**src/hdl/thpg_consts.svh**
```systemverilog
`ifndef THPG_CONSTS_SVH
`define THPG_CONSTS_SVH

// ----------------------------------------------------------------
// Register offsets
// ----------------------------------------------------------------
`define THPG_OFS_WARN_THRESH   8'h09
`define THPG_OFS_HICCUP_SYNC   8'h0a
`define THPG_OFS_GOOD_MASK     8'h0b
`define THPG_OFS_GOOD_STATUS   8'h0d
`define THPG_OFS_EVENT_STATUS  8'h0e
`define THPG_OFS_EVENT_MASK    8'h0f

// ----------------------------------------------------------------
// Field positions
// ----------------------------------------------------------------
`define THPG_TEMP_SEL_MSB      5
`define THPG_TEMP_SEL_LSB      4
`define THPG_VIN_SEL_MSB       3
`define THPG_VIN_SEL_LSB       0
`define THPG_SYNC_OUT_BIT      7
`define THPG_EVT_TEMP_BIT      5
`define THPG_EVT_VIN_BIT       4

// ----------------------------------------------------------------
// Reset values and codes
// ----------------------------------------------------------------
`define THPG_RST_WARN_THRESH   8'h00
`define THPG_RST_HICCUP_SYNC   8'h00
`define THPG_RST_GOOD_MASK     8'h00
`define THPG_RST_EVENT_MASK    8'h00
`define THPG_TEMP_OFF          2'h0
`define THPG_VIN_OFF           4'hf
`define THPG_TEMP_LIM_1        8'h69
`define THPG_TEMP_LIM_2        8'h73
`define THPG_TEMP_LIM_3        8'h7d
`define THPG_VIN_BASE_DV       8'h2a
`define THPG_VIN_STEP_DV       8'h05

// ----------------------------------------------------------------
// Timing
// ----------------------------------------------------------------
`define THPG_CLK_MHZ           200
`define THPG_GOOD_DELAY_US     1000
`define THPG_GOOD_DELAY_CYC    (`THPG_GOOD_DELAY_US * `THPG_CLK_MHZ)

`endif

```
**src/hdl/thpg_pkg.sv**
```systemverilog
package thpg_pkg;

  // Serial slave sequencing
  typedef enum logic [3:0] {
    THPG_SER_IDLE,
    THPG_SER_ADDR,
    THPG_SER_ADDR_ACK,
    THPG_SER_PTR,
    THPG_SER_PTR_ACK,
    THPG_SER_WDATA,
    THPG_SER_WDATA_ACK,
    THPG_SER_RDATA,
    THPG_SER_RDATA_ACK
  } thpg_ser_e;

  typedef logic [7:0] thpg_byte_t;

endpackage

```
**src/hdl/thpg_config.sv**
```systemverilog
`timescale 1ns/1ps
`default_nettype none
`include "thpg_consts.svh"

module thpg_config #(
  parameter int         N_CH       = 4,                     // Monitored channels
  parameter int         GOOD_DELAY = `THPG_GOOD_DELAY_CYC,  // Validation cycles
  parameter logic [6:0] DEV_ADDR   = 7'h2a                  // Arbitrary bus address
) (
  input  wire logic            ref_clk,                 // 200 MHz clock
  input  wire logic            rst_b,                   // Async reset, low
  input  wire logic            scl_in,                  // Bus clock pin
  input  wire logic            sda_in,                  // Bus data pin level
  output var  logic            sda_oe,                  // Data pin pull-down
  input  wire logic [7:0]      die_temp_c,              // Die temp, deg C, on-chip
  input  wire logic [7:0]      supply_dv,               // Supply, 0.1 V units, on-chip
  input  wire logic [N_CH-1:0] channel_good_in,         // Channel good pins
  input  wire logic [N_CH-1:0] channel_enable_inputs,   // Channel enable pins
  input  wire logic            fuse_retry_disable,      // Factory fuse, all channels
  input  wire logic            fuse_good_include,       // Factory fuse, all channels
  output var  logic            sync_pin_output,         // Sync pin drives clock
  output var  logic [N_CH-1:0] retry_protect_enable,    // Hiccup per channel
  output var  logic [N_CH-1:0] short_protect_enable,    // Short-circuit per channel
  output var  logic            overheat_warn,           // Temperature over limit
  output var  logic            low_supply_warn,         // Supply under limit
  output var  logic            combined_good_output,    // Validated good pin
  output var  logic            int_b                    // Interrupt, low active
);

  // ----------------------------------------------------------------
  // Pin synchronisers
  // ----------------------------------------------------------------
  logic [N_CH-1:0] good_meta, good_s, en_meta, en_s;
  logic [N_CH-1:0] good_q;

  // Second stage is the only reader of the first
  always_ff @(posedge ref_clk or negedge rst_b) begin
    if (!rst_b) begin
      good_meta <= '0;
      good_s    <= '0;
      en_meta   <= '0;
      en_s      <= '0;
      good_q    <= '0;
    end else begin
      good_meta <= channel_good_in;
      good_s    <= good_meta;
      en_meta   <= channel_enable_inputs;
      en_s      <= en_meta;
      good_q    <= good_s;
    end
  end

  // ----------------------------------------------------------------
  // Serial register access
  // ----------------------------------------------------------------
  logic                 wr_stb;
  thpg_pkg::thpg_byte_t wr_addr, wr_data, rd_addr, rd_data;

  thpg_serial_slave #(
    .DEV_ADDR (DEV_ADDR)
  ) u_slave (
    .ref_clk (ref_clk),
    .rst_b   (rst_b),
    .scl_in  (scl_in),
    .sda_in  (sda_in),
    .sda_oe  (sda_oe),
    .wr_stb  (wr_stb),
    .wr_addr (wr_addr),
    .wr_data (wr_data),
    .rd_addr (rd_addr),
    .rd_data (rd_data)
  );

  // ----------------------------------------------------------------
  // Configuration registers
  // ----------------------------------------------------------------
  thpg_pkg::thpg_byte_t warning_threshold_config, next_warning_threshold_config;
  thpg_pkg::thpg_byte_t hiccup_and_sync_config, next_hiccup_and_sync_config;
  thpg_pkg::thpg_byte_t power_good_channel_mask, next_power_good_channel_mask;
  thpg_pkg::thpg_byte_t event_mask, next_event_mask;
  logic                 fuse_loaded, next_fuse_loaded;

  // Fuses are caught one cycle after release; a host write before that is ignored
  always_comb begin
    next_warning_threshold_config = warning_threshold_config;
    next_hiccup_and_sync_config   = hiccup_and_sync_config;
    next_power_good_channel_mask  = power_good_channel_mask;
    next_event_mask               = event_mask;
    next_fuse_loaded              = 1'b1;
    if (!fuse_loaded) begin
      next_hiccup_and_sync_config[N_CH-1:0]  = {N_CH{fuse_retry_disable}};
      next_power_good_channel_mask[N_CH-1:0] = {N_CH{fuse_good_include}};
    end else if (wr_stb) begin
      unique case (wr_addr)
        `THPG_OFS_WARN_THRESH:  next_warning_threshold_config = wr_data;
        `THPG_OFS_HICCUP_SYNC:  next_hiccup_and_sync_config   = wr_data;
        `THPG_OFS_GOOD_MASK:    next_power_good_channel_mask  = wr_data;
        `THPG_OFS_EVENT_MASK:   next_event_mask               = wr_data;
        default:                next_event_mask               = event_mask;
      endcase
    end
  end

  // Configuration flops
  always_ff @(posedge ref_clk or negedge rst_b) begin
    if (!rst_b) begin
      warning_threshold_config <= `THPG_RST_WARN_THRESH;
      hiccup_and_sync_config   <= `THPG_RST_HICCUP_SYNC;
      power_good_channel_mask  <= `THPG_RST_GOOD_MASK;
      event_mask               <= `THPG_RST_EVENT_MASK;
      fuse_loaded              <= 1'b0;
    end else begin
      warning_threshold_config <= next_warning_threshold_config;
      hiccup_and_sync_config   <= next_hiccup_and_sync_config;
      power_good_channel_mask  <= next_power_good_channel_mask;
      event_mask               <= next_event_mask;
      fuse_loaded              <= next_fuse_loaded;
    end
  end

  // ----------------------------------------------------------------
  // Threshold decode and compare
  // ----------------------------------------------------------------
  logic [1:0] overheat_threshold_sel;
  logic [3:0] low_supply_threshold_sel;
  logic [7:0] temp_limit_c, supply_limit_dv;
  logic       temp_on, supply_on, temp_over, supply_under;

  assign overheat_threshold_sel   = warning_threshold_config[`THPG_TEMP_SEL_MSB:`THPG_TEMP_SEL_LSB];
  assign low_supply_threshold_sel = warning_threshold_config[`THPG_VIN_SEL_MSB:`THPG_VIN_SEL_LSB];

  // Limit tables; code zero of the temperature field means off
  always_comb begin
    unique case (overheat_threshold_sel)
      2'h1:    temp_limit_c = `THPG_TEMP_LIM_1;
      2'h2:    temp_limit_c = `THPG_TEMP_LIM_2;
      2'h3:    temp_limit_c = `THPG_TEMP_LIM_3;
      default: temp_limit_c = 8'hff;
    endcase
    supply_limit_dv = `THPG_VIN_BASE_DV
                    + 8'({4'h0, low_supply_threshold_sel} * `THPG_VIN_STEP_DV);
  end

  assign temp_on      = (overheat_threshold_sel != `THPG_TEMP_OFF);
  assign supply_on    = (low_supply_threshold_sel != `THPG_VIN_OFF);
  assign temp_over    = temp_on & (die_temp_c > temp_limit_c);
  assign supply_under = supply_on & (supply_dv < supply_limit_dv);

  // ----------------------------------------------------------------
  // Sticky event flags
  // ----------------------------------------------------------------
  logic [N_CH-1:0] good_include, good_fail;
  logic            overheat_event_flag, next_overheat_event_flag;
  logic            low_supply_event_flag, next_low_supply_event_flag;
  logic [N_CH-1:0] good_fail_flag, next_good_fail_flag;
  logic            host_clear, all_off;
  thpg_pkg::thpg_byte_t event_status;

  assign good_include = power_good_channel_mask[N_CH-1:0];
  // Falling good only counts while enabled, so shutdown raises nothing
  assign good_fail    = good_q & ~good_s & en_s;
  assign host_clear   = wr_stb & fuse_loaded & (wr_addr == `THPG_OFS_EVENT_STATUS);
  assign all_off      = (en_s == '0);

  // Write one clears; a new event in the same cycle wins
  always_comb begin
    next_overheat_event_flag   = overheat_event_flag;
    next_low_supply_event_flag = low_supply_event_flag;
    next_good_fail_flag        = good_fail_flag;
    if (all_off) begin
      next_overheat_event_flag   = 1'b0;
      next_low_supply_event_flag = 1'b0;
      next_good_fail_flag        = '0;
    end else if (host_clear) begin
      next_overheat_event_flag   = overheat_event_flag & ~wr_data[`THPG_EVT_TEMP_BIT];
      next_low_supply_event_flag = low_supply_event_flag & ~wr_data[`THPG_EVT_VIN_BIT];
      next_good_fail_flag        = good_fail_flag & ~wr_data[N_CH-1:0];
    end
    next_overheat_event_flag   = next_overheat_event_flag | temp_over;
    next_low_supply_event_flag = next_low_supply_event_flag | supply_under;
    next_good_fail_flag        = next_good_fail_flag | good_fail;
  end

  // Flag flops
  always_ff @(posedge ref_clk or negedge rst_b) begin
    if (!rst_b) begin
      overheat_event_flag   <= 1'b0;
      low_supply_event_flag <= 1'b0;
      good_fail_flag        <= '0;
    end else begin
      overheat_event_flag   <= next_overheat_event_flag;
      low_supply_event_flag <= next_low_supply_event_flag;
      good_fail_flag        <= next_good_fail_flag;
    end
  end

  always_comb begin
    event_status                    = 8'h00;
    event_status[`THPG_EVT_TEMP_BIT] = overheat_event_flag;
    event_status[`THPG_EVT_VIN_BIT]  = low_supply_event_flag;
    event_status[N_CH-1:0]          = good_fail_flag;
  end

  // ----------------------------------------------------------------
  // Good validation delay
  // ----------------------------------------------------------------
  localparam int CW = $clog2(GOOD_DELAY + 1);
  logic [CW-1:0] good_cnt, next_good_cnt;
  logic          all_good, next_combined_good;

  assign all_good = &(good_s | ~good_include);

  // Any included failure drops the pin and restarts the count
  always_comb begin
    next_good_cnt      = good_cnt;
    next_combined_good = combined_good_output;
    if (!all_good) begin
      next_good_cnt      = '0;
      next_combined_good = 1'b0;
    end else if (good_cnt < CW'(GOOD_DELAY - 1)) begin
      next_good_cnt = good_cnt + CW'(1);
    end else begin
      next_combined_good = 1'b1;
    end
  end

  // ----------------------------------------------------------------
  // Outputs and read mux
  // ----------------------------------------------------------------
  logic            next_int_b, next_sync_out;
  logic [N_CH-1:0] next_retry_en;

  assign next_int_b    = ~|(event_status & ~event_mask);
  assign next_sync_out = hiccup_and_sync_config[`THPG_SYNC_OUT_BIT];
  assign next_retry_en = ~hiccup_and_sync_config[N_CH-1:0];

  // Every output is a flop for clean pin timing
  always_ff @(posedge ref_clk or negedge rst_b) begin
    if (!rst_b) begin
      good_cnt             <= '0;
      combined_good_output <= 1'b0;
      int_b                <= 1'b1;
      sync_pin_output      <= 1'b0;
      retry_protect_enable <= '0;
      short_protect_enable <= '0;
      overheat_warn        <= 1'b0;
      low_supply_warn      <= 1'b0;
    end else begin
      good_cnt             <= next_good_cnt;
      combined_good_output <= next_combined_good;
      int_b                <= next_int_b;
      sync_pin_output      <= next_sync_out;
      retry_protect_enable <= next_retry_en;
      short_protect_enable <= next_retry_en;
      overheat_warn        <= temp_over;
      low_supply_warn      <= supply_under;
    end
  end

  // Unmapped offsets read as zero
  always_comb begin
    unique case (rd_addr)
      `THPG_OFS_WARN_THRESH:  rd_data = warning_threshold_config;
      `THPG_OFS_HICCUP_SYNC:  rd_data = hiccup_and_sync_config;
      `THPG_OFS_GOOD_MASK:    rd_data = power_good_channel_mask;
      `THPG_OFS_GOOD_STATUS:  rd_data = 8'({good_s});
      `THPG_OFS_EVENT_STATUS: rd_data = event_status;
      `THPG_OFS_EVENT_MASK:   rd_data = event_mask;
      default:                rd_data = 8'h00;
    endcase
  end

endmodule // thpg_config

`default_nettype wire

```
**src/hdl/thpg_serial_slave.sv**
```systemverilog
`timescale 1ns/1ps
`default_nettype none

module thpg_serial_slave #(
  parameter logic [6:0] DEV_ADDR = 7'h2a  // Arbitrary bus address
) (
  input  wire logic              ref_clk,     // System clock
  input  wire logic              rst_b,       // Async reset, low
  input  wire logic              scl_in,      // Bus clock pin level
  input  wire logic              sda_in,      // Bus data pin level
  output var  logic              sda_oe,      // High pulls data low
  output var  logic              wr_stb,      // One-cycle write strobe
  output var  thpg_pkg::thpg_byte_t wr_addr,  // Write register offset
  output var  thpg_pkg::thpg_byte_t wr_data,  // Write data
  output var  thpg_pkg::thpg_byte_t rd_addr,  // Read register offset
  input  wire thpg_pkg::thpg_byte_t rd_data   // Read data, same cycle
);

  // ----------------------------------------------------------------
  // Pin synchronisers
  // ----------------------------------------------------------------
  logic [1:0] scl_meta, sda_meta;
  logic       scl_q, sda_q;
  logic       scl_s, sda_s;

  // Stage one feeds stage two only; edges come from later stages
  always_ff @(posedge ref_clk or negedge rst_b) begin
    if (!rst_b) begin
      scl_meta <= 2'h3;
      sda_meta <= 2'h3;
      scl_q    <= 1'b1;
      sda_q    <= 1'b1;
    end else begin
      scl_meta <= {scl_meta[0], scl_in};
      sda_meta <= {sda_meta[0], sda_in};
      scl_q    <= scl_meta[1];
      sda_q    <= sda_meta[1];
    end
  end
  assign scl_s = scl_meta[1];
  assign sda_s = sda_meta[1];

  logic scl_rise, scl_fall, start_c, stop_c;
  assign scl_rise = scl_s & ~scl_q;
  assign scl_fall = ~scl_s & scl_q;
  assign start_c  = scl_s & scl_q & sda_q & ~sda_s;
  assign stop_c   = scl_s & scl_q & ~sda_q & sda_s;

  // ----------------------------------------------------------------
  // Byte engine
  // ----------------------------------------------------------------
  thpg_pkg::thpg_ser_e  state, next_state;
  logic [3:0]           bit_cnt, next_bit_cnt;
  thpg_pkg::thpg_byte_t shift, next_shift;
  thpg_pkg::thpg_byte_t ptr, next_ptr;
  thpg_pkg::thpg_byte_t next_wr_data;
  logic                 rw, next_rw;
  logic                 next_sda_oe, next_wr_stb;

  // Sample on rising clock, drive on falling clock
  always_comb begin
    next_state   = state;
    next_bit_cnt = bit_cnt;
    next_shift   = shift;
    next_ptr     = ptr;
    next_rw      = rw;
    next_sda_oe  = sda_oe;
    next_wr_stb  = 1'b0;
    next_wr_data = wr_data;
    if (start_c) begin
      next_state   = thpg_pkg::THPG_SER_ADDR;
      next_bit_cnt = 4'h0;
      next_sda_oe  = 1'b0;
    end else if (stop_c) begin
      next_state  = thpg_pkg::THPG_SER_IDLE;
      next_sda_oe = 1'b0;
    end else begin
      unique case (state)
        thpg_pkg::THPG_SER_IDLE: begin
          next_sda_oe = 1'b0;
        end
        thpg_pkg::THPG_SER_ADDR, thpg_pkg::THPG_SER_PTR, thpg_pkg::THPG_SER_WDATA: begin
          if (scl_rise) begin
            next_shift   = {shift[6:0], sda_s};
            next_bit_cnt = bit_cnt + 4'h1;
          end else if (scl_fall && bit_cnt == 4'h8) begin
            next_sda_oe = 1'b1;
            if (state == thpg_pkg::THPG_SER_ADDR) begin
              next_rw    = shift[0];
              next_state = thpg_pkg::THPG_SER_ADDR_ACK;
              // Foreign address: stay silent until the next start
              if (shift[7:1] != DEV_ADDR) begin
                next_sda_oe = 1'b0;
                next_state  = thpg_pkg::THPG_SER_IDLE;
              end
            end else if (state == thpg_pkg::THPG_SER_PTR) begin
              next_ptr   = shift;
              next_state = thpg_pkg::THPG_SER_PTR_ACK;
            end else begin
              next_wr_stb  = 1'b1;
              next_wr_data = shift;
              next_state   = thpg_pkg::THPG_SER_WDATA_ACK;
            end
          end
        end
        thpg_pkg::THPG_SER_ADDR_ACK, thpg_pkg::THPG_SER_PTR_ACK, thpg_pkg::THPG_SER_WDATA_ACK: begin
          if (scl_fall) begin
            next_sda_oe  = 1'b0;
            next_bit_cnt = 4'h0;
            if (state == thpg_pkg::THPG_SER_ADDR_ACK && rw) begin
              // Read starts at the current pointer, then auto-increments
              next_shift  = rd_data;
              next_sda_oe = ~rd_data[7];
              next_ptr    = ptr + 8'h01;
              next_state  = thpg_pkg::THPG_SER_RDATA;
            end else if (state == thpg_pkg::THPG_SER_ADDR_ACK) begin
              next_state = thpg_pkg::THPG_SER_PTR;
            end else begin
              if (state == thpg_pkg::THPG_SER_WDATA_ACK) begin
                next_ptr = ptr + 8'h01;
              end
              next_state = thpg_pkg::THPG_SER_WDATA;
            end
          end
        end
        thpg_pkg::THPG_SER_RDATA: begin
          if (scl_rise) begin
            next_bit_cnt = bit_cnt + 4'h1;
          end else if (scl_fall) begin
            if (bit_cnt == 4'h8) begin
              next_sda_oe = 1'b0;
              next_state  = thpg_pkg::THPG_SER_RDATA_ACK;
            end else begin
              next_shift  = {shift[6:0], 1'b0};
              next_sda_oe = ~shift[6];
            end
          end
        end
        thpg_pkg::THPG_SER_RDATA_ACK: begin
          if (scl_rise && sda_s) begin
            next_state = thpg_pkg::THPG_SER_IDLE;
          end else if (scl_fall) begin
            next_bit_cnt = 4'h0;
            next_shift   = rd_data;
            next_sda_oe  = ~rd_data[7];
            next_ptr     = ptr + 8'h01;
            next_state   = thpg_pkg::THPG_SER_RDATA;
          end
        end
      endcase
    end
  end

  // Engine registers
  always_ff @(posedge ref_clk or negedge rst_b) begin
    if (!rst_b) begin
      state   <= thpg_pkg::THPG_SER_IDLE;
      bit_cnt <= 4'h0;
      shift   <= 8'h00;
      ptr     <= 8'h00;
      rw      <= 1'b0;
      sda_oe  <= 1'b0;
      wr_stb  <= 1'b0;
      wr_data <= 8'h00;
    end else begin
      state   <= next_state;
      bit_cnt <= next_bit_cnt;
      shift   <= next_shift;
      ptr     <= next_ptr;
      rw      <= next_rw;
      sda_oe  <= next_sda_oe;
      wr_stb  <= next_wr_stb;
      wr_data <= next_wr_data;
    end
  end

  assign wr_addr = ptr;
  assign rd_addr = ptr;

endmodule // thpg_serial_slave

`default_nettype wire

```
**config.mk**
```make
export PLATFORM = sky130hd
export DESIGN_NAME = thpg_config
export DESIGN_NICKNAME = d
export VERILOG_FILES = /design/src/hdl/thpg_pkg.sv /design/src/hdl/thpg_config.sv /design/src/hdl/thpg_serial_slave.sv
export VERILOG_INCLUDE_DIRS = /design/src /design/src/hdl
export SDC_FILE = /design/constraint.sdc
export NUM_CORES = 1
export LEC_CHECK = 0
export BUFFER_PORTS_ARGS = -buffer_cell sky130_fd_sc_hd__buf_4
export CORE_ASPECT_RATIO = 0.5
export CORE_MARGIN = 2
export CORE_UTILIZATION = 40
export DETAILED_ROUTE_END_ITERATION = 16
export SETUP_SLACK_MARGIN = 0.5
export SLEW_MARGIN = 20
export SYNTH_ARGS = -nofsm -noshare
export SYNTH_HDL_FRONTEND = slang
export SYNTH_SLANG_ARGS = --single-unit
```
**constraint.sdc**
```tcl
create_clock -name ref_clk -period 3.58 [get_ports ref_clk]
set_input_delay 0.179 -clock ref_clk [delete_from_list [all_inputs] [get_ports ref_clk]]
set_output_delay 0.179 -clock ref_clk [all_outputs]
set_load 0.02 [all_outputs]
```
* After elaboration in Yosys (flattened, before gate mapping)
Cells that the tools add are included.
** Word-level totals
- RAM bits :: 0
- Input bits :: 30
- Memory bits (read-only) :: 0
- Word-level logic and storage cells :: 242
- Memories :: 0
- Output and inout port bits :: 14
- Bits in latches :: 0
- Flip-flop bits (word level) :: 127
** Operators by class
- Reductions and logical operators :: 29
- Equal/unequal tests :: 51
- Divide/modulo/power cells :: 0
- Bitwise operators :: 39
- Add/sub/neg operators :: 4
- Multiply operators :: 1
- Muxes and demuxes :: 81
- Magnitude comparators :: 3
- Shifts and indexed selects :: 0
** Operator list (count)
- 8-bit two-way mux :: 18
- 4-bit two-way mux :: 25
- 8-bit by 4-bit == test with 1-bit output (second input constant) :: 6
- 8-bit case mux with 3 select lines :: 2
- 8-bit case mux with 6 select lines :: 1
- 18-bit two-way mux :: 2
- 8-bit case mux with 4 select lines :: 1
- 1-bit two-way mux :: 26
- 2-bit by 1-bit inequality test with 1-bit output (second input constant) :: 12
- 4-bit by 1-bit inequality test with 1-bit output (second input constant) :: 5
- 18-bit by 1-bit adder with 18-bit output (second input constant) :: 1
- 18-bit less-than comparator (second input constant) :: 1
- 4-bit by 3-bit == test with 1-bit output (second input constant) :: 4
- 4-bit inverter :: 4
- 4-bit case mux with 4 select lines :: 1
- 7-bit AND reduction :: 2
- 1-bit bitwise AND :: 13
- 1-bit inverter :: 13
- 4-bit bitwise AND :: 3
- 2-bit inequality test (second input constant) :: 6
- 4-bit inequality test (second input constant) :: 3
- 4-bit case mux with 3 select lines :: 1
- 12-bit AND reduction :: 1
- 3-bit AND reduction :: 4
- 39 further kinds :: 53

* Logic depth before layout (Yosys ltp)
Gate-level depths: netlist of run 1.
- Word-level depth :: 8
- Mapped depth :: 13
- Mapped depth without buffers :: 13

* Modules after synthesis
Synthesis of run 1 repeated with hierarchy kept, for this count alone.
** Unflattened totals
- Cells, all modules :: 667
- Area total of the unflattened synthesis :: 6792.8 µm²
** Modules (own cells, without submodules)
- thpg_config :: times used 1, seq. area each 2153.3 µm², area each 4342.9 µm², cells each 407
- thpg_serial_slave :: times used 1, seq. area each 1033.5 µm², area each 2449.8 µm², cells each 260

* Worst setup path before layout of run 1
No wires, ideal clock.
- Path kind :: flip-flop to flip-flop
- Start point :: reg warning_threshold_config[2]
- End point :: reg low_supply_event_flag
- Arrival time :: 2.616 ns
- Stages on the path, launching flop included :: 14
- Clock period less this slack :: 2.736 ns
- Setup time :: 0.120 ns
- Required time :: 3.460 ns
- Setup slack :: 0.844 ns
- Path buffers :: 0
- Path through :: dfrtp_1 ha_1 inv_1 fa_1 inv_1 ha_1 a21o_1 a21oi_1 xnor2_1 ha_1 and3_1 nand3_1 o221a_2 a31o_2
** On the way
- Word-level cells in the longest chain between the ends :: 5
- Elaborated cells between the ends (all ways) :: 6
- Classes of those cells :: add/sub (1); mul (1); order compare (1); eq/ne (1); bitwise (2)
** RTL lines
- from (decl) :: RTL line thpg_config.sv:77 : thpg_pkg::thpg_byte_t warning_threshold_config, next_warning_threshold_config;
- from (signal assigned) :: RTL line thpg_config.sv:107 : warning_threshold_config <= `THPG_RST_WARN_THRESH;
- from (signal assigned) :: RTL line thpg_config.sv:113 : warning_threshold_config <= next_warning_threshold_config;
- 4-bit by 3-bit multiplier with 7-bit output (no line)
- 6-bit by 7-bit adder with 8-bit output (no line)
- 8-bit less-than comparator :: RTL line thpg_config.sv:147 : assign supply_under = supply_on & (supply_dv < supply_limit_dv);
- 1-bit bitwise AND * :: RTL line thpg_config.sv:147
- via supply_under :: RTL line thpg_config.sv:127 : logic temp_on, supply_on, temp_over, supply_under;
- 1-bit bitwise OR * :: RTL line thpg_config.sv:180 : next_low_supply_event_flag = next_low_supply_event_flag | supply_under;
- via next_low_supply_event_flag :: RTL line thpg_config.sv:154 : logic low_supply_event_flag, next_low_supply_event_flag;
- to (signal assigned) :: RTL line thpg_config.sv:192 : low_supply_event_flag <= next_low_supply_event_flag;
- to (decl) :: RTL line thpg_config.sv:154
Mark *: on every way through the listed nets, which the timed path passes. The rest lies on a longest branch.
A chain may end at the register's enable or synchronous reset.

* Worst setup path after layout of run 1
- Start point :: reg warning_threshold_config[0]
- End point :: reg low_supply_event_flag
Same word-level chain as after synthesis.

==> results.toml, run 1 <==
[timing]
finClkSkew_ns = 0.01243
fin_crit_ns = 2.900
fmax_ghz = 0.3448
hold_viol = 0
worst_pin_slew_ns = 0.8898
slew_headroom = 0.4068
maxSlewViolCount = 0
hold_ws_ns = 0.07420
post-route-period-util = 0.8101
setup_viol = 0
setup_ws_ns = 0.6799
rsz0062_at_grt = "false"
setup_tns_ns = 0

[cells_and_area]
fill_cells = 1434
antennaDiodeCount = 0
area_growth_pct = 19.33
fin_cells = 914
drive_gt1_frac = 0.1991
nNetsFinal = 740

[pwr]
power_leakage_nw = 3.623
vdd_ir_drop_max_uv = 436.4
power.total_mw = 4.837
power.density_nw_per_um2 = 620.7

[floorplanning]
die_y_um = 94.35
io_pins = 44
fp.coreArea_sq_um = 15700
dieArea_sq_um = 17430
num_rows = 32
die_x_um = 184.7
initial_core_util = 0.4161

[detailed_routing]
routed_wl_um = 14690
firstDrtPassIters = 4
drc = 0
drt_iter0_drc = 338
num_vias = 5012
drtAntennaViolNets = 0
routedWlPerCell_um = 16.07
vias_per_cell = 5.484

[worst_setup_path]
reg2reg_slack_ns = 0.68
critPathRequiredTime_ns = 3.88
startpoint_type = "flip-flop"
timing.rr.end = "low_supply_event_flag"
critical_path_class = "reg2reg"
rr_startpoint = "warning_threshold_config[0]"
crit_chain = "ha_1 -> inv_1 -> fa_1 -> inv_1 -> ha_1 -> a21o_1 -> a21oi_1 -> xnor2_1 -> ha_1 -> and3_1 -> nand3_1 -> o221a_2 -> a31o_2"
slowest_delay_ns = 0.47
crit_path_end_kind = "flip-flop"
slowest_stage = "fa_1"
cp.arrival_ns = 3.20
cp_top_family = "adder cells"
cp_num_buf_inv = 2
cp_max_fo = 5
reg2reg_depth = 13
critPathMostFrequentCell = "ha_1"

[cts]
cts_buffers = 17
cts_max_path_buffers = 2
ctsHtreeMaxLevel = 4
cts_tree = "done"
cts_root_buf = "clkbuf_16"
worstSkewPairLatency_ns = 0.41
path_clk_slew_ns = 0.06
cts_sinks = 127

[global_routing]
grt_pass1_wl_um = 24860
antenna_found_initial = 0
grt_util_all_layers = 0.1821
overflow = 0
first_global_vias = 4871
grt_max_degree = 69

[place]
post-place-ws_ns = 0.6239
place_hpwl_um = 10050
place.port_buffers = 43
dp.cells = 870
gp_congestion = 0.8167

[logic_synthesis]
syn_inst = 634
synth-edff-count = 0
ys_ff_latch = 127
async_flop_share = 1.000
synth.distinct_cells = 67
synth-main-ff-cell = "dfrtp_1"
syn_nets = 694
netlist_area_sq_um = 6530
ys_seq_area_frac = 0.4880
postSynthAreaPerCell_sq_um = 10.30
yosysWarnings = 0

[hold_path]
min_from = "fuse_retry_disable"
hp-class = "in2reg"
min_to = "hiccup_and_sync_config[0]"
hold_depth = 3

[run]
drv_cap = 0

[outcome]
status = "complete, no violations"
[stage by stage]
stage	cell area, sq um	util
5_1_grt	7792	0.4965
2_1_floorplan	6530	-
4_1_cts	7784	0.4959
6_report	7792	0.4965
3_3_place_gp	7037	0.4483
3_5_place_dp	7037	0.4483
[cells in the mapped netlist (6+ instances only)]
master    number  area [sq um]
buf_2          6         30.03
a22oi_1        9         67.56
a21oi_1       30         150.1
nand4_1        6         37.54
nand2b_1       6         37.54
nand2_1       50         187.7
dfrtp_1      120          3003
o21ai_0       35         175.2
and3_1         9         56.30
or3_1          7         43.79
xnor2_1       18         157.7
clkbuf_1      23         86.33
a21o_1        13         97.59
a31oi_1       10         62.56
mux2i_1       12         120.1
nor2b_1        6         37.54
inv_1         37         138.9
ha_1          29         362.9
mux2_2        33         371.6
nor2_1        36         135.1
a22o_1         6         52.55
nand3_1       21         105.1
nor3_1        13         65.06
dfstp_2        7         183.9
[layout make-up]
cell class | instances | area (sq um) | area share
sequential | 127 | 3188 | 0.4091
tap | 221 | 276.5 | 0.03548
multi-input combinational | 434 | 3039 | 0.3900
clock inverter | 14 | 207.7 | 0.02665
timing repair buffer | 63 | 513.0 | 0.06583
inverter | 37 | 138.9 | 0.01782
clock buffer | 18 | 429.2 | 0.05507
[logic make-up after synthesis]
family | Yosys count | synth area share
and+or+nand+nor | 181 | 0.1403
adders and majority gates | 30 | 0.05863
AOI/OAI and AO/OA | 159 | 0.1665
other | 1 | 0.0005743
xor gates and xnor gates | 18 | 0.02414
muxes | 45 | 0.07530
DFF | 127 | 0.4880
buffers and inverters | 73 | 0.04656
[layer usage]
| layer | vias to the layer above | GRT usage | part of all wire |
|---|---|---|---|
| li1 | 2392 | - | - |
| met1 | 2493 | 0.2562 | 0.49 |
| met2 | 116 | 0.2920 | 0.45 |
| met3 | 11 | 0.03509 | 0.045 |
| met4 | 0 | 0.04563 | 0.0091 |
| met5 | - | 0 | 0 |
[worst min-delay path: stages]
cell and delay [ns]:
buf_4 0.08, nor2_1 0.07, a21oi_1 0.11
[layout by cell type (no fill, tap or decap), types with 17 or more instances in the layout]
| master | netlist | final |
|---|---|---|
| a21oi_1 | 30 | 30 |
| buf_4 | 4 | 51 |
| clkbuf_16 | 0 | 17 |
| dfrtp_1 | 120 | 119 |
| ha_1 | 29 | 29 |
| inv_1 | 37 | 37 |
| mux2_2 | 33 | 33 |
| nand2_1 | 50 | 50 |
| nand3_1 | 21 | 21 |
| nor2_1 | 36 | 36 |
| o21ai_0 | 35 | 35 |
| xnor2_1 | 18 | 18 |
[power by group]
part	switching, mW	leakage, nW	internal (mW)
clock	0.671	0.304	1.18
combinational	0.693	1.69	0.469
sequential	0.244	1.63	1.58
[state kept, by name (all words and copies together) (netlist names), 8 cells and up]
name,flops
event_mask,8
good_cnt,18
hiccup_and_sync_config,8
power_good_channel_mask,8
u_slave.rd_addr,8
u_slave.shift,8
u_slave.wr_data,8
warning_threshold_config,8
[what timing repair did]
item,4_1_cts,5_1_grt
endpoints found under the hold margin,63,0
buffers inserted,0,1
gates resized for setup,0,1
setup endpoints to repair,0,1
hold buffers,11,0
[worst max path at each step]
stage	startpoint	to	cells past startpoint
2_1_floorplan	warning_threshold_config[2]	low_supply_event_flag	13
3_3_place_gp	warning_threshold_config[2]	low_supply_event_flag	13
3_5_place_dp	warning_threshold_config[0]	low_supply_event_flag	13
4_1_cts	warning_threshold_config[0]	low_supply_event_flag	13
5_1_grt	warning_threshold_config[0]	low_supply_event_flag	13
6_report	warning_threshold_config[0]	low_supply_event_flag	13
(Power assumes the default switching activity.)
==> run 2: changes to the inputs <==
==> constraint.sdc (replaced) <==
create_clock -name ref_clk -period 3 [get_ports ref_clk]
set_input_delay 0.15 -clock ref_clk [delete_from_list [all_inputs] [get_ports ref_clk]]
set_output_delay 0.15 -clock ref_clk [all_outputs]
set_load 0.02 [all_outputs]
==> results.toml, run 2 (synthesis results as in run 1) <==
[detailed_routing]
drtAntennaViolNets = 0
num_vias = 5043
drc = 0
routed_wl_um = 15100
vias_per_cell = 5.434
routedWlPerCell_um = 16.27
firstDrtPassIters = 5
drt_iter0_drc = 307

[global_routing]
use_met1 = 0.2552
overflow = 0
grt_pass1_wl_um = 25750
grt_util_all_layers = 0.1899
antenna_found_initial = 0
grt_max_degree = 62
grt.busiest_layer = "met2"
first_global_vias = 5070
use_met2 = 0.3089
grt.met3_usage = 0.04744

[worst_setup_path]
cp_top_family = "adder cells"
startpoint_type = "flip-flop"
slowest_delay_ns = 0.50
critPathRequiredTime_ns = 3.31
crit_path_end_kind = "flip-flop"
critical_path_class = "reg2reg"
slowest_stage = "fa_1"
crit_chain = "ha_2 -> inv_2 -> fa_1 -> inv_2 -> ha_4 -> a21o_1 -> a21oi_2 -> xnor2_1 -> ha_1 -> and3_1 -> nand3_1 -> o221a_2 -> a31o_2"
cp_num_buf_inv = 2
cp_max_fo = 2
cp.arrival_ns = 3.10
critPathMostFrequentCell = "inv_2"

[cells_and_area]
regMostFlops = "good_cnt"
final_cell_mix = "dfrtp_1, buf_4, nand2_1, nor2_1, o21ai_0"
nNetsFinal = 754
final_util = 0.5012
drive_gt1_frac = 0.2277
final_common_cell = "dfrtp_1"
antennaDiodeCount = 0
largest_reg_flops = 18
area_growth_pct = 20.46

[timing]
maxSlewViolCount = 0
slew_headroom = 0.3988
fin_crit_ns = 2.789
fmax_ghz = 0.3585
worst_pin_slew_ns = 0.9018
hold_viol = 0
hold_ws_ns = 0.02900
setup_viol = 0
setup_tns_ns = 0
post-route-period-util = 0.9298
finClkSkew_ns = 0.007774
rsz0062_at_grt = "true"

[cts]
cts_tree = "done"
cts_root_buf = "clkbuf_16"
path_clk_slew_ns = 0.06
cts_max_path_buffers = 2
cts_sinks = 127
ctsHtreeMaxLevel = 4
cts_buffers = 17
worstSkewPairLatency_ns = 0.42

[pwr]
vdd_ir_drop_max_uv = 396.2
seq_power_share = 0.387
p_clk_frac = 0.358
power_leakage_nw = 3.650
switchingPower_mw = 1.929
power.internal_mw = 3.643
combPwrFrac = 0.255
power.density_nw_per_um2 = 708.3
power.share.switching = 0.3462

[place]
gp_congestion = 0.8013
place_hpwl_um = 10250
place.port_buffers = 43

[floorplanning]
die_x_um = 184.7
dieArea_sq_um = 17430
fp.coreArea_sq_um = 15700
io_pins = 44
num_rows = 32
initial_core_util = 0.4161
die_y_um = 94.35

[run]
drv_cap = 0

[outcome]
status = "complete, no violations"

[hold_path]
hp-class = "in2reg"
run 2: cell count changes in the layout (fill, tap and decap cells not counted), moves of 2 or more:
cell | previous run | this run
clkinvlp_4 | 2 | 4
buf_4 | 51 | 65
ha_1 | 29 | 24
inv_2 | 0 | 3
inv_6 | 3 | 7
clkinv_4 | 4 | 0
bufinv_16 | 4 | 1
ha_2 | 0 | 3
inv_1 | 37 | 34
ha_4 | 0 | 2
run 2: metrics by stage:
step                instance area [sq um]  std cells  power [mW]  worst slack [ns]
finish                               7866        928       5.572            0.2107
global route                         7866        928       5.924           0.07709
CTS                                  7854        927       5.611            0.2595
detailed placement                   7121        880       3.571            0.1850
global placement                     7121        880       3.556            0.2945
floorplan                            6539        634       3.115            0.3118
run 2: worst paths after layout:
kind / startpoint / endpoint / slack (ns) / depth (start not counted)
min in group asynchronous: rst_b / good_cnt[14] / 0.36 / 2
max in group asynchronous: rst_b / u_slave.wr_stb / 1.78 / 3
max: warning_threshold_config[0] / low_supply_event_flag / 0.21 / 13
min: fuse_retry_disable / hiccup_and_sync_config[3] / 0.03 / 3
max reg2reg: warning_threshold_config[0] / low_supply_event_flag / 0.21 / 13
min reg2reg: good_meta[3] / good_s[3] / 0.34 / 0
run 2: repair_timing:
item / CTS / global route
hold buffers: 11 / 0
cloned: 0 / 0
hold endpoints to repair: 62 / 0
pin swaps: 3 / 0
gates resized for setup: 5 / 3
setup buffers: 4 / 1
endpoints found under the setup margin: 2 / 4
run 2: metal layers:
layer	vias up	part of all wire
met5	-	0
met4	0	0.0089
met3	14	0.042
met2	106	0.46
met1	2502	0.49
li1	2421	-
run 2: layout make-up:
type,instances,area [sq um]
multi-input cells,434,3075
clock inverters,13,126.4
flip-flops and latches,127,3188
repair buffers,77,618.1
fillers,1448,7829
well taps,221,276.5
clock buffers,19,442.9
inverters,37,138.9
run 2: worst min-delay path: cells and delay by family:
| kind | cells | cell delay (ns) |
|---|---|---|
| compound gates | 1 | 0.11 |
| buf+inv | 1 | 0.08 |
| simple gates | 1 | 0.06 |
run 2: power by group through the flow:
stage	Combinational, mW	Sequential, mW	Clock (mW)
detailed placement	1.39	2.18	0
global placement	1.38	2.18	0
finish	1.42	2.16	2.00
global route	1.60	2.19	2.13
floorplan	1.07	2.04	0
CTS	1.41	2.15	2.05
==> run 3: changes to the inputs <==
--- a/config.mk
+++ b/config.mk
@@ -10,6 +10,7 @@
 export CORE_ASPECT_RATIO = 0.5
 export CORE_MARGIN = 2
 export CORE_UTILIZATION = 40
+export CTS_BUF_LIST = sky130_fd_sc_hd__clkbuf_8 sky130_fd_sc_hd__clkbuf_16
 export DETAILED_ROUTE_END_ITERATION = 16
 export SETUP_SLACK_MARGIN = 0.5
 export SLEW_MARGIN = 20
==> results.toml, run 3 (synthesis results as in run 1) <==
[outcome]
status = "complete, no violations"

[timing]
hold_viol = 0
fmax_ghz = 0.3585
maxSlewViolCount = 0
slew_headroom = 0.3988
setup_tns_ns = 0
finClkSkew_ns = 0.007876
setup_viol = 0
worst_pin_slew_ns = 0.9018
rsz0062_at_grt = "true"
fin_crit_ns = 2.789
setup_ws_ns = 0.2109
post-route-period-util = 0.9297

[place]
dp.cells = 880
place_hpwl_um = 10250
place.port_buffers = 43
post-place-ws_ns = 0.1850
placed_area_sq_um = 7121
gp_congestion = 0.8013

[global_routing]
grt_pass1_wl_um = 25750
grt_util_all_layers = 0.1899
first_global_vias = 5070
antenna_found_initial = 0
overflow = 0
grt_max_degree = 62

[cells_and_area]
drive_gt1_frac = 0.2277
largest_reg_flops = 18
final_common_cell = "dfrtp_1"
multi_input_comb_area_sq_um = 3075
antennaDiodeCount = 0
area_growth_pct = 20.46
fill_cells = 1448
final_area_sq_um = 7866
regMostFlops = "good_cnt"
final_cell_mix = "dfrtp_1, buf_4, nand2_1, nor2_1"
regArea_sq_um = 3188
nNetsFinal = 754
fin_cells = 928

[worst_setup_path]
rr_startpoint = "warning_threshold_config[0]"
crit_chain = "ha_2 -> inv_2 -> fa_1 -> inv_2 -> ha_4 -> a21o_1 -> a21oi_2 -> xnor2_1 -> ha_1 -> and3_1 -> nand3_1 -> o221a_2 -> a31o_2"
cp_max_fo = 2
worstSetupEndpoint = "low_supply_event_flag"
critPathRequiredTime_ns = 3.31
startpoint = "warning_threshold_config[0]"
crit_path_end_kind = "flip-flop"
critPathMostFrequentCell = "inv_2"
slowest_stage = "fa_1"
timing.rr.end = "low_supply_event_flag"
cp.arrival_ns = 3.10
slowest_delay_ns = 0.50
reg2reg_depth = 13
critical_path_class = "reg2reg"
startpoint_type = "flip-flop"
reg2reg_slack_ns = 0.21

[cts]
path_clk_slew_ns = 0.06
cts_sinks = 127
ctsHtreeMaxLevel = 4
cts_buffers = 17
cts_tree = "done"
worstSkewPairLatency_ns = 0.42
cts_root_buf = "clkbuf_16"
cts_max_path_buffers = 2

[floorplanning]
num_rows = 32
dieArea_sq_um = 17430
die_x_um = 184.7
die_y_um = 94.35
initial_core_util = 0.4161
io_pins = 44
fp.coreArea_sq_um = 15700

[detailed_routing]
drc = 0
routedWlPerCell_um = 16.31
drt_iter0_drc = 306
num_vias = 5049
firstDrtPassIters = 6
drtAntennaViolNets = 0
routed_wl_um = 15140
vias_per_cell = 5.441

[pwr]
power.density_nw_per_um2 = 708.1
vdd_ir_drop_max_uv = 397.8
power_leakage_nw = 3.654

[hold_path]
hp-class = "in2reg"

[run]
drv_cap = 0
run 3: changes by cell type in the layout (fill, tap and decap cells not counted):
cell / delta
inv_1: +1
clkbuf_1: -1
run 3: through the flow:
stage	total power [mW]	util	hold slack, ns
5_1_grt	5.921	0.5012	0.04736
3_5_place_dp	3.571	0.4537	0.2603
4_1_cts	5.607	0.5004	0.01400
3_3_place_gp	3.556	0.4537	0.2598
6_report	5.570	0.5012	0.02761
2_1_floorplan	3.115	-	-0.1456
run 3: layout make-up:
class,count,share of cell area
Multi-Input combinational cell,434,0.3910
Sequential cell,127,0.4053
Tap cell,221,0.03515
Clock inverter,14,0.01654
Clock buffer,18,0.05583
Timing Repair Buffer,77,0.07857
Inverter,37,0.01766
run 3: repair_timing:
action | 4_1_cts | 5_1_grt
endpoints found under the setup margin | 2 | 4
gates resized for setup | 5 | 3
pin swaps | 3 | 0
buffers inserted | 4 | 1
endpoints found under the hold margin | 62 | 0
hold buffers | 11 | 0
run 3: routing by layer:
layer / vias to the layer above / global-route usage / part of all wire
li1: 2424 / - / -
met1: 2507 / 0.2552 / 0.49
met2: 106 / 0.3089 / 0.46
met3: 12 / 0.04744 / 0.043
met4: 0 / 0.05225 / 0.0082
met5: - / 0 / 0
run 3: worst min path at each step:
stage	startpoint	to	slack, ns	cells after the start
CTS	fuse_retry_disable	hiccup_and_sync_config[3]	0.01	3
finish	fuse_retry_disable	hiccup_and_sync_config[3]	0.03	3
detailed placement	channel_enable_inputs[0]	en_meta[0]	0.26	1
global route	fuse_retry_disable	hiccup_and_sync_config[2]	0.05	3
global placement	channel_enable_inputs[0]	en_meta[0]	0.26	1
floorplan	rst_b	combined_good_output	-0.15	0
run 3: worst max-delay path, delay by kind of cell, from the launching register on:
| kind | cells | cell delay [ns] |
|---|---|---|
| flops | 1 | 0.36 |
| fa+ha+maj | 4 | 1.13 |
| xor+xnor | 1 | 0.08 |
| simple gates | 2 | 0.23 |
| buf+inv | 2 | 0.09 |
| compound gates | 4 | 0.80 |
run 3: power by group:
group | internal [mW] | switching (mW) | total [mW]
logic | 0.580 | 0.838 | 1.42
clock network | 1.17 | 0.821 | 2.00
registers | 1.89 | 0.271 | 2.16
total | 3.64 | 1.93 | 5.57
